$ cat src/core/aid_map.svh
// register offsets, field positions, reset values and identify word constants
// Function
// host selects drive, writes identify command
// identify returns exactly one sector of words
// word 0 classifies fixed ata drive
// word 2 holds specific configuration code
// words 1,3,6 report default geometry
// serial, firmware, model strings packed as ascii
// word 20 reports controller type
// word 21 reports buffer size in sectors
// word 22 reports selectable ecc byte count
// word 47 holds 80h and multiple limit
// word 49 reports standby and iordy capabilities
// word 50 valid mark and standby minimum
// words 51,52 report pio and dma timing
// word 53 holds three validity flags
// words 54-58 report current geometry and capacity
// word 59 reports current multiple setting
// words 60-61 report user addressable sectors
// word 63 active and supported multiword dma
// word 64 reports pio modes 3, 4
// words 65-68 report cycle times
// busy, then drq, 256 reads, good completion
// unexecutable command sets abort, no data
`ifndef AID_MAP_SVH
`define AID_MAP_SVH

// bus offsets, byte addresses
`define AID_OFF_DATA       6'h00
`define AID_OFF_ERROR      6'h04
`define AID_OFF_SECCNT     6'h08
`define AID_OFF_SECNUM     6'h0c
`define AID_OFF_CYLLO      6'h10
`define AID_OFF_CYLHI      6'h14
`define AID_OFF_DEVHEAD    6'h18
`define AID_OFF_COMMAND    6'h1c
`define AID_OFF_CFG        6'h20
`define AID_OFF_LIM        6'h24

// reset values and writable masks
`define AID_CFG_RST        32'h2800_0200
`define AID_CFG_MASK       32'hffff_1fff
`define AID_LIM_RST        32'h0100_0010
`define AID_LIM_MASK       32'hffff_00ff

// field positions
`define AID_DEV_BIT        4
`define AID_ERR_ABT_BIT    2
`define AID_ST_BSY         7
`define AID_ST_RDY         6
`define AID_ST_DSC         4
`define AID_ST_DRQ         3
`define AID_ST_ERR         0

// command and transfer
`define AID_CMD_IDENTIFY   8'hec
`define AID_LAST_WORD      8'hff
`define AID_STAGE_CYCLES   2'h2

// identify word indices
`define AID_WI_CLASS       8'd0
`define AID_WI_SPEC        8'd2
`define AID_WI_SPT         8'd6
`define AID_WI_MULTMAX     8'd47
`define AID_WI_VALID       8'd53
`define AID_WI_MULT        8'd59
`define AID_WI_PIOMODE     8'd64
`define AID_WI_PIOTIME     8'd67

// identify word contents
`define AID_W0_FIXED       16'h045a
`define AID_W0_FIXED_ALT   16'h045e
`define AID_W2_SPECCFG     16'h37cb
`define AID_W6_SPT         16'h003f
`define AID_W20_CTRL       16'h0003
`define AID_W47_HI         8'h80
`define AID_W49_BASE       16'h0e00
`define AID_W49_STDBY_BIT  13
`define AID_W50_VALID      2'b01
`define AID_W51_PIO        16'h0200
`define AID_W52_DMA        16'h0200
`define AID_W53_VALID      16'h0007
`define AID_W63_SUPP       8'h07
`define AID_W64_PIO        16'h0003
`define AID_T_DMA_NS       120
`define AID_T_PIO_NS       240
`define AID_T_PIO_IORDY_NS 120

`endif

$ cat src/core/aid_pkg.sv
// types shared by the identify responder
package aid_pkg;

   typedef enum logic [2:0] {
      AID_IDLE  = 3'b001,
      AID_STAGE = 3'b010,
      AID_XFER  = 3'b100
   } aid_state_t;

   typedef struct packed {
      logic [7:0] eccBytes;
      logic [7:0] dmaActive;
      logic [2:0] spare;
      logic       notReady;
      logic       altClass;
      logic       stdMinGe5;
      logic       stdTimerStd;
      logic       multValid;
      logic [7:0] multCount;
   } aid_cfg_t;

   typedef struct packed {
      logic [15:0] bufSectors;
      logic [7:0]  spare;
      logic [7:0]  maxMultiple;
   } aid_lim_t;

   typedef struct packed {
      logic [7:0] feature;
      logic [7:0] secCount;
      logic [7:0] secNum;
      logic [7:0] cylLow;
      logic [7:0] cylHigh;
      logic [7:0] devHead;
   } aid_taskfile_t;

endpackage : aid_pkg

$ cat src/core/aid_identify_responder.sv
// identify device command responder behind an avalon-mm task file
`include "aid_map.svh"

module aid_identify_responder #(
   parameter logic [15:0]  DEF_CYLS      = 16'h3fff,
   parameter logic [15:0]  DEF_HEADS     = 16'h0010,
   parameter logic [31:0]  TOTAL_SECTORS = 32'h00fb_fc10,
   parameter logic         DRIVE_NUM     = 1'b0,
   parameter logic [159:0] SERIAL_STR    = 160'h0,
   parameter logic [63:0]  FW_STR        = "FW 1.00 ",
   parameter logic [319:0] MODEL_STR     = "GENERIC IDENTIFY DISK                   "
) (
   // clock and reset
   input  wire logic        clock,
   input  wire logic        reset_n,
   // avalon-mm slave
   input  wire logic [5:0]  address,
   input  wire logic        read,
   input  wire logic        write,
   input  wire logic [31:0] writedata,
   input  wire logic [3:0]  byteenable,
   output      logic [31:0] readdata,
   output      logic        waitrequest
);

   logic                  rstMeta;
   logic                  rstSync;
   aid_pkg::aid_state_t   state;
   aid_pkg::aid_taskfile_t taskFile;
   aid_pkg::aid_cfg_t     cfg;
   aid_pkg::aid_lim_t     lim;
   logic [8:0]            wordIdx;
   logic [1:0]            stageCnt;
   logic                  errAbort;
   logic                  errBit;
   logic                  busWr;
   logic                  busRd;
   logic                  cmdWr;
   logic                  selected;
   logic                  canRun;
   logic                  dataRd;
   logic                  dataReq;
   logic [31:0]           regValue;
   logic [7:0]            statusVal;

   // byte-lane merge for the wide registers
   function automatic logic [31:0] mergeBytes(input logic [31:0] old,
                                              input logic [31:0] wd,
                                              input logic [3:0]  be);
      logic [31:0] res;
      res = old;
      for (int i = 0; i < 4; i++) begin
         if (be[i]) begin
            res[i*8 +: 8] = wd[i*8 +: 8];
         end
      end
      return res;
   endfunction : mergeBytes

   // one identify word by index
   function automatic logic [15:0] identWord(input logic [7:0]        idx,
                                             input aid_pkg::aid_cfg_t c,
                                             input aid_pkg::aid_lim_t l);
      logic [15:0] w;
      logic [8:0]  off;
      w = 16'h0000;
      off = 9'h000;
      if (idx >= 8'd10 && idx <= 8'd19) begin
         off = 9'({idx - 8'd10, 4'h0});
         w = SERIAL_STR[9'd159 - off -: 16];
      end else if (idx >= 8'd23 && idx <= 8'd26) begin
         off = 9'({idx - 8'd23, 4'h0});
         w = FW_STR[9'd63 - off -: 16];
      end else if (idx >= 8'd27 && idx <= 8'd46) begin
         off = 9'({idx - 8'd27, 4'h0});
         w = MODEL_STR[9'd319 - off -: 16];
      end else begin
         case (idx)
            `AID_WI_CLASS: w = c.altClass ? `AID_W0_FIXED_ALT : `AID_W0_FIXED;
            8'd1:          w = DEF_CYLS;
            `AID_WI_SPEC:  w = `AID_W2_SPECCFG;
            8'd3:          w = {8'h00, DEF_HEADS[7:0]};
            `AID_WI_SPT:   w = `AID_W6_SPT;
            8'd20:         w = `AID_W20_CTRL;
            8'd21:         w = l.bufSectors;
            8'd22:         w = {8'h00, c.eccBytes};
            `AID_WI_MULTMAX: w = {`AID_W47_HI, l.maxMultiple};
            8'd49: begin
               w = `AID_W49_BASE;
               w[`AID_W49_STDBY_BIT] = c.stdTimerStd;
            end
            8'd50:         w = {`AID_W50_VALID, 13'h0000, c.stdMinGe5};
            8'd51:         w = `AID_W51_PIO;
            8'd52:         w = `AID_W52_DMA;
            `AID_WI_VALID: w = `AID_W53_VALID;
            8'd54:         w = DEF_CYLS;
            8'd55:         w = DEF_HEADS;
            8'd56:         w = `AID_W6_SPT;
            8'd57:         w = TOTAL_SECTORS[15:0];
            8'd58:         w = TOTAL_SECTORS[31:16];
            `AID_WI_MULT:  w = {7'h00, c.multValid, c.multCount};
            8'd60:         w = TOTAL_SECTORS[15:0];
            8'd61:         w = TOTAL_SECTORS[31:16];
            8'd63:         w = {c.dmaActive, `AID_W63_SUPP};
            `AID_WI_PIOMODE: w = `AID_W64_PIO;
            8'd65:         w = 16'(`AID_T_DMA_NS);
            8'd66:         w = 16'(`AID_T_DMA_NS);
            `AID_WI_PIOTIME: w = 16'(`AID_T_PIO_NS);
            8'd68:         w = 16'(`AID_T_PIO_IORDY_NS);
            default:       w = 16'h0000;
         endcase
      end
      return w;
   endfunction : identWord

   // reset release through two flops
   always_ff @(posedge clock or negedge reset_n) begin
      if (!reset_n) begin
         rstMeta <= 1'b0;
         rstSync <= 1'b0;
      end else begin
         rstMeta <= 1'b1;
         rstSync <= rstMeta;
      end
   end

   // bus strobes and command decode
   always_comb begin
      busWr    = write && !waitrequest;
      busRd    = read && !waitrequest;
      cmdWr    = busWr && (address == `AID_OFF_COMMAND) && byteenable[0]
                 && (state == aid_pkg::AID_IDLE);
      selected = (taskFile.devHead[`AID_DEV_BIT] == DRIVE_NUM);
      canRun   = !cfg.notReady && (writedata[7:0] == `AID_CMD_IDENTIFY);
      dataRd   = busRd && (address == `AID_OFF_DATA) && (state == aid_pkg::AID_XFER);
      dataReq  = read && waitrequest && (address == `AID_OFF_DATA)
                 && (state == aid_pkg::AID_XFER);
   end

   // one wait cycle per access
   always_ff @(posedge clock or negedge rstSync) begin
      if (!rstSync) begin
         waitrequest <= 1'b1;
      end else begin
         waitrequest <= !((read || write) && waitrequest);
      end
   end

   // status byte
   always_comb begin
      statusVal = 8'h00;
      statusVal[`AID_ST_BSY] = (state == aid_pkg::AID_STAGE);
      statusVal[`AID_ST_RDY] = !cfg.notReady;
      statusVal[`AID_ST_DSC] = !cfg.notReady;
      statusVal[`AID_ST_DRQ] = (state == aid_pkg::AID_XFER);
      statusVal[`AID_ST_ERR] = errBit;
   end

   // register read mux
   always_comb begin
      regValue = 32'h0000_0000;
      case (address)
         `AID_OFF_DATA: begin
            if (state == aid_pkg::AID_XFER) begin
               regValue = {16'h0000, identWord(wordIdx[7:0], cfg, lim)};
            end
         end
         `AID_OFF_ERROR: regValue = {24'h00_0000, 5'h00, errAbort, 2'h0};
         `AID_OFF_SECCNT:  regValue = {24'h00_0000, taskFile.secCount};
         `AID_OFF_SECNUM:  regValue = {24'h00_0000, taskFile.secNum};
         `AID_OFF_CYLLO:   regValue = {24'h00_0000, taskFile.cylLow};
         `AID_OFF_CYLHI:   regValue = {24'h00_0000, taskFile.cylHigh};
         `AID_OFF_DEVHEAD: regValue = {24'h00_0000, taskFile.devHead};
         `AID_OFF_COMMAND: regValue = {24'h00_0000, statusVal};
         `AID_OFF_CFG:     regValue = cfg;
         `AID_OFF_LIM:     regValue = lim;
         default:          regValue = 32'h0000_0000;
      endcase
   end

   // read data captured while the request waits
   always_ff @(posedge clock or negedge rstSync) begin
      if (!rstSync) begin
         readdata <= 32'h0000_0000;
      end else if (read && waitrequest) begin
         readdata <= regValue;
      end
   end

   // task file writes, ignored while busy
   always_ff @(posedge clock or negedge rstSync) begin
      if (!rstSync) begin
         taskFile <= '0;
      end else if (busWr && byteenable[0] && (state == aid_pkg::AID_IDLE)) begin
         case (address)
            `AID_OFF_ERROR:   taskFile.feature  <= writedata[7:0];
            `AID_OFF_SECCNT:  taskFile.secCount <= writedata[7:0];
            `AID_OFF_SECNUM:  taskFile.secNum   <= writedata[7:0];
            `AID_OFF_CYLLO:   taskFile.cylLow   <= writedata[7:0];
            `AID_OFF_CYLHI:   taskFile.cylHigh  <= writedata[7:0];
            `AID_OFF_DEVHEAD: taskFile.devHead  <= writedata[7:0];
            default:          taskFile.feature  <= taskFile.feature;
         endcase
      end
   end

   // configuration registers
   always_ff @(posedge clock or negedge rstSync) begin
      if (!rstSync) begin
         cfg <= `AID_CFG_RST;
         lim <= `AID_LIM_RST;
      end else if (busWr) begin
         if (address == `AID_OFF_CFG) begin
            cfg <= mergeBytes(cfg, writedata, byteenable) & `AID_CFG_MASK;
         end
         if (address == `AID_OFF_LIM) begin
            lim <= mergeBytes(lim, writedata, byteenable) & `AID_LIM_MASK;
         end
      end
   end

   // command sequencer
   always_ff @(posedge clock or negedge rstSync) begin
      if (!rstSync) begin
         state    <= aid_pkg::AID_IDLE;
         stageCnt <= 2'h0;
      end else begin
         case (state)
            aid_pkg::AID_IDLE: begin
               stageCnt <= 2'h0;
               if (cmdWr && selected && canRun) begin
                  state <= aid_pkg::AID_STAGE;
               end
            end
            aid_pkg::AID_STAGE: begin
               stageCnt <= stageCnt + 2'h1;
               if (stageCnt == `AID_STAGE_CYCLES - 2'h1) begin
                  state <= aid_pkg::AID_XFER;
               end
            end
            aid_pkg::AID_XFER: begin
               if (dataRd && (wordIdx[7:0] == `AID_LAST_WORD)) begin
                  state <= aid_pkg::AID_IDLE;
               end
            end
            default: state <= aid_pkg::AID_IDLE;
         endcase
      end
   end

   // word pointer through the sector
   always_ff @(posedge clock or negedge rstSync) begin
      if (!rstSync) begin
         wordIdx <= 9'h000;
      end else if (state == aid_pkg::AID_STAGE) begin
         wordIdx <= 9'h000;
      end else if (dataRd) begin
         wordIdx <= wordIdx + 9'h001;
      end
   end

   // completion and abort flags
   always_ff @(posedge clock or negedge rstSync) begin
      if (!rstSync) begin
         errAbort <= 1'b0;
         errBit   <= 1'b0;
      end else if (cmdWr && selected) begin
         errAbort <= !canRun;
         errBit   <= !canRun;
      end
   end
endmodule : aid_identify_responder

$ cat config.mk
export PLATFORM = sky130hd
export DESIGN_NAME = aid_identify_responder
export DESIGN_NICKNAME = d
export VERILOG_FILES = /design/src/core/aid_pkg.sv /design/src/core/aid_identify_responder.sv
export VERILOG_INCLUDE_DIRS = /design/src /design/src/core
export SDC_FILE = /design/constraint.sdc
export NUM_CORES = 1
export LEC_CHECK = 0
export ABC_AREA = 1
export BUFFER_PORTS_ARGS = -buffer_cell sky130_fd_sc_hd__clkbuf_2
export CAP_MARGIN = 20
export CORE_MARGIN = 4
export CORE_UTILIZATION = 64
export CTS_BUF_LIST = sky130_fd_sc_hd__clkbuf_4 sky130_fd_sc_hd__clkbuf_8 sky130_fd_sc_hd__clkbuf_16
export CTS_CLUSTER_SIZE = 16
export DETAILED_ROUTE_END_ITERATION = 8
export GPL_TIMING_DRIVEN = 0
export PLACE_DENSITY = 0.85
export REMOVE_ABC_BUFFERS = 1
export SYNTH_ARGS = -nofsm -noshare
export SYNTH_HDL_FRONTEND = slang
export SYNTH_SLANG_ARGS = --single-unit
export TNS_END_PERCENT = 1
$ cat constraint.sdc
create_clock -name clock -period 9.8 [get_ports clock]
set_input_delay 1.96 -clock clock [delete_from_list [all_inputs] [get_ports clock]]
set_output_delay 1.96 -clock clock [all_outputs]
set_load 0.01 [all_outputs]
---- After elaboration in Yosys (flattened, before gate mapping) ----
Index checks and enable logic that the tools add are counted.
storage, ports and cells
  register bits after elaboration ......... 143
  latch bits .............................. 0
  bits in writable memories ............... 0
  memory bits (read-only) ................. 0
  bits of input ports ..................... 46
  output and inout bits ................... 33
  logic and storage cells ................. 149
  memories ................................ 0
operators by class
  $add $sub $neg .......................... 8
  multiply operators ...................... 0
  divide/modulo/power cells ............... 0
  magnitude comparators ................... 6
  equal/unequal tests ..................... 45
  shifts and indexed selects .............. 3
  muxes and demuxes ....................... 14
  bitwise gates (word level) .............. 1
  reductions and logical operators ........ 48
operators by type and width
  cell                          count
  $shiftx A335 B10 Y16 const A  1
  $pmux W32 S10                 1
  $pmux W16 S19                 1
  $shiftx A175 B10 Y16 const A  1
  $eq A8 B6 Y1 const B          15
  $shiftx A79 B10 Y16 const A   1
  $mux W16                      4
  $eq A8 B7 Y1 const B          5
  $eq A6 B5 Y1 const B          4
  $eq A8 B5 Y1 const B          3
  $reduce_and A3 Y1             8
  $logic_and A1 B1 Y1           18
  $mux W9                       2
  $eq A8 B2 Y1 const B          2
  $eq A8 B8 Y1 const B          2
  $ge A8 B5 Y1 const B          2
  $le A8 B5 Y1 const B          2
  $reduce_or A2 Y1              7
  $eq A6 B4 Y1 const B          2
  $eq A6 B6 Y1 const B          2
  $mux W3                       4
  $reduce_and A2 Y1             5
  $sub A5 B5 Y5 const B         2
  $add A9 B1 Y9 const B         1
  other kinds (24)              30

---- Depth between registers and ports, before layout ----
  depth after elaboration ................. 9
  depth in mapped cells ................... 18

---- Least setup slack after synthesis ----
OpenSTA, ideal clock, no wires.
  path kind ............................... input to register
  start ................................... input address[1]
  end ..................................... register taskFile[30] (netlist name)
  setup time .............................. 128 ps
  arrival ................................. 3037 ps
  data required time ...................... 9672 ps
  path slack .............................. 6636 ps
  stages .................................. 7
  path buffers ............................ 1
  cells stage by stage .................... nor2_2 nand2_1 nor3_2 nand2_2 buf_2 nand2_1 o21ai_0
on the way
  longest elaborated chain between the ends .. 2
RTL lines
  item                         line                           RTL
  from (decl)                  aid_identify_responder.sv:17   input wire logic [5:0] address,
  $eq A6 B4 Y1                 aid_identify_responder.sv:195  case (address)
  $reduce_and A2 Y1 (no line)  --
  to (decl)                    aid_identify_responder.sv:29   aid_pkg::aid_taskfile_t taskFile;
No other way between the ends.
A chain may end at the register's enable or synchronous reset.

---- Worst setup path after layout ----
  start ................................... input read
  end ..................................... register readdata[12]
on the way
  longest elaborated chain between the ends .. 1
RTL lines
  item                  line                           RTL
  from (decl)           aid_identify_responder.sv:18   input wire logic read,
  $logic_and A1 B1 Y1   aid_identify_responder.sv:185  end else if (read && waitrequest) begin
  to (signal assigned)  aid_identify_responder.sv:186  readdata <= regValue;
  to (decl)             aid_identify_responder.sv:22   output logic [31:0] readdata,
No other way between the ends.

==> results.json <==
{
  "n_antenna_cell": 0,
  "grt_pass1_vias": 7348,
  "netlist_area_um2": 7890,
  "clockBufferDepth": 2,
  "hold_buffers": 0,
  "hold_ws_ps": 353,
  "io_buffer_count": 75,
  "finalSetupViolations": 0,
  "startpoint_type": "input pin",
  "hp-class": "reg2reg",
  "grt_pass1_wl_um": 36700,
  "cts_inserted_buffers": 17,
  "cts_setup_buffers": 0,
  "clk_pin_slew_ps": 60,
  "synth_cells": 1082,
  "outcome": "completed",
  "postRouteAntennaNets": 0,
  "initial_core_util_pct": 65.4,
  "synth_top_area_share_pct": 42.8,
  "hold_violations": 0,
  "die_area_um2": 14200,
  "crit_arrival_ps": 3930,
  "peakVddDrop_v": 0.000134,
  "cts-resized-gates": 0,
  "stdcell_count": 1325,
  "core_um2": 12100,
  "drive_gt1_share_pct": 14.5,
  "cpMostUsedCell": "nand2_1",
  "wl_per_cell_um": 16.7,
  "cts_tree": "built",
  "synth_most_common_cell": "nand2_1",
  "ys_types": 36,
  "worstSetupPathType": "in2reg",
  "cap_violations": 0,
  "row_count": 40,
  "fmax_mhz": 277,
  "synth_edf_count": 0,
  "worstMarginPinSlew_ps": 932,
  "path_max_fanout": 46,
  "clkSinkCount": 142,
  "drc_errors": 0,
  "ys_seq_area_share_pct": 45.1,
  "max_stage_delay_ps": 850,
  "via_count": 7699,
  "cellLeakagePower_nw": 4.61,
  "tns_ps": 0,
  "grt_overflow": 0,
  "clk_latency_ps": 430,
  "areaGrowthSynthToFinish_pct": 13.0,
  "place_congestion": 0.961,
  "crit_buf_inv": 2,
  "power_mw": 1.32,
  "rsz0062_at_grt": "no",
  "placed_cells": 1296,
  "drtIter0Drc": 998,
  "worstPathCellList": "clkbuf_2 -> nand2_2 -> clkinv_1 -> nand2_1 -> nand2_1",
  "avgSynthCellArea_um2": 7.30,
  "clock-root-buffer": "clkbuf_16",
  "synthArstFlopShare_pct": 100,
  "max_slew_margin_pct": 37.9,
  "crit_family": "simple AND/OR/NAND/NOR gates",
  "p_per_area_nw_per_um2": 148,
  "place_hpwl_um": 16000,
  "yosysWarnings": 0,
  "slew_viol_final": 0,
  "nNetsFinal": 1204,
  "period_minus_slack_ps": 3620,
  "die_h_um": 119,
  "ioPinCount": 79,
  "crit_slowest_cell": "clkinv_1",
  "grt_max_degree": 74,
  "drtPass1Iterations": 5,
  "synth_top_area_cell": "dfrtp_1",
  "fin_skew_ps": 5.05,
  "crit_path_end_kind": "register",
  "fin_crit_sh_pct": 36.9,
  "synth.area.top_cells": "dfrtp_1 43%, nand2_1 18%, o21ai_0 8.3%",
  "synthTopCellsByCount": "377 x nand2_1, 135 x dfrtp_1, 131 x o21ai_0",
  "antenna_found_initial": 0,
  "die-width_um": 119,
  "ys_ff_latch": 142,
  "grt_usage_pct": 32.5,
  "htreeDepth": 4,
  "avgViaCountPerCell": 5.81,
  "synth-main-ff-cell": "dfrtp_1",
  "wl_um": 22200,
  "required_ps": 10110
}
## state kept, by name, summed over array words and instances, names as in the netlist
register and flops:
taskFile 40, readdata 32, cfg 29, lim 24, wordIdx 8, state 3
stageCnt 2, errBit 1, rstMeta 1, rstSync 1, waitrequest 1
## stage by stage
stage                     area [um2]  utilization [%]  worst slack [ps]
after global placement          8300             68.8              4200
after global routing            8920             74.0              5950
final                           8920             74.0              6180
after CTS                       8920             74.0              6140
after floorplan                 7710                -              5560
after detailed placement        8370             69.4              5680
## worst reg2reg max path, delay by kind of cell (launching register included)
kind / cells / cell delay (ps)
fa+ha+maj: 3 / 1180
flops: 1 / 550
compound gates: 1 / 110
buf+inv: 3 / 410
simple gates: 9 / 1040
## worst paths after layout
| check | cells past startpoint | startpoint | endpoint | slack (ps) |
|---|---|---|---|---|
| max in group asynchronous | 1 | reset_n | rstSync | 8380 |
| min | 0 | rstMeta | rstSync | 350 |
| max reg2reg | 16 | wordIdx[0] | readdata[5] | 6460 |
| min reg2reg | 0 | rstMeta | rstSync | 350 |
| min in group asynchronous | 0 | rstSync | taskFile[21] | 470 |
| max | 5 | read | readdata[12] | 6180 |
## routing by layer
metal  GRT usage, %  wire length, um  up-vias
met5              0                0        -
met4           13.6              758        0
met3           6.70             1650       66
met2           50.5            10600      355
met1           44.5             9180     3624
li1               -                -     3654
## where the power goes
part	internal, mW	switching (mW)	total [mW]	leakage [nW]
clock	0.365	0.244	0.609	0.272
sequential	0.601	0.0196	0.621	1.92
combinational	0.0301	0.0628	0.0929	2.42
total	0.996	0.326	1.32	4.61
## cell usage in the layout, fill, tap and decap left out, types with 5 or more instances in the layout
cell type  instances
dfrtp_1          134
inv_2             13
o21ai_1           11
nand3_1           72
inv_1             91
a21oi_1           14
nor2_1            72
nor3_1            11
o21ai_0          131
nand2_1          376
xor2_1             5
nor2_2            17
clkbuf_2          75
nand2_2           16
a22oi_1           24
clkbuf_16         17
dfstp_2            7
ha_1              11
nand4_1           18
## cell type report
type / instances / area, um2
repair buffers: 78 / 433
clock inverters: 9 / 88.8
inverters: 106 / 403
flip-flops and latches: 142 / 3570
fillers: 990 / 3140
clock buffers: 20 / 467
multi-input cells: 802 / 3750
well taps: 168 / 210
## cells by family after synthesis
logic type	share of synthesized area, %
other	0.0475
DFF	45.1
and+or+nand+nor	31.6
xor gates and xnor gates	0.555
buffers and inverters	7.42
AOI/OAI and AO/OA	13.4
muxes	0.143
adders and majority gates	1.74
(Power assumes the default switching activity.)
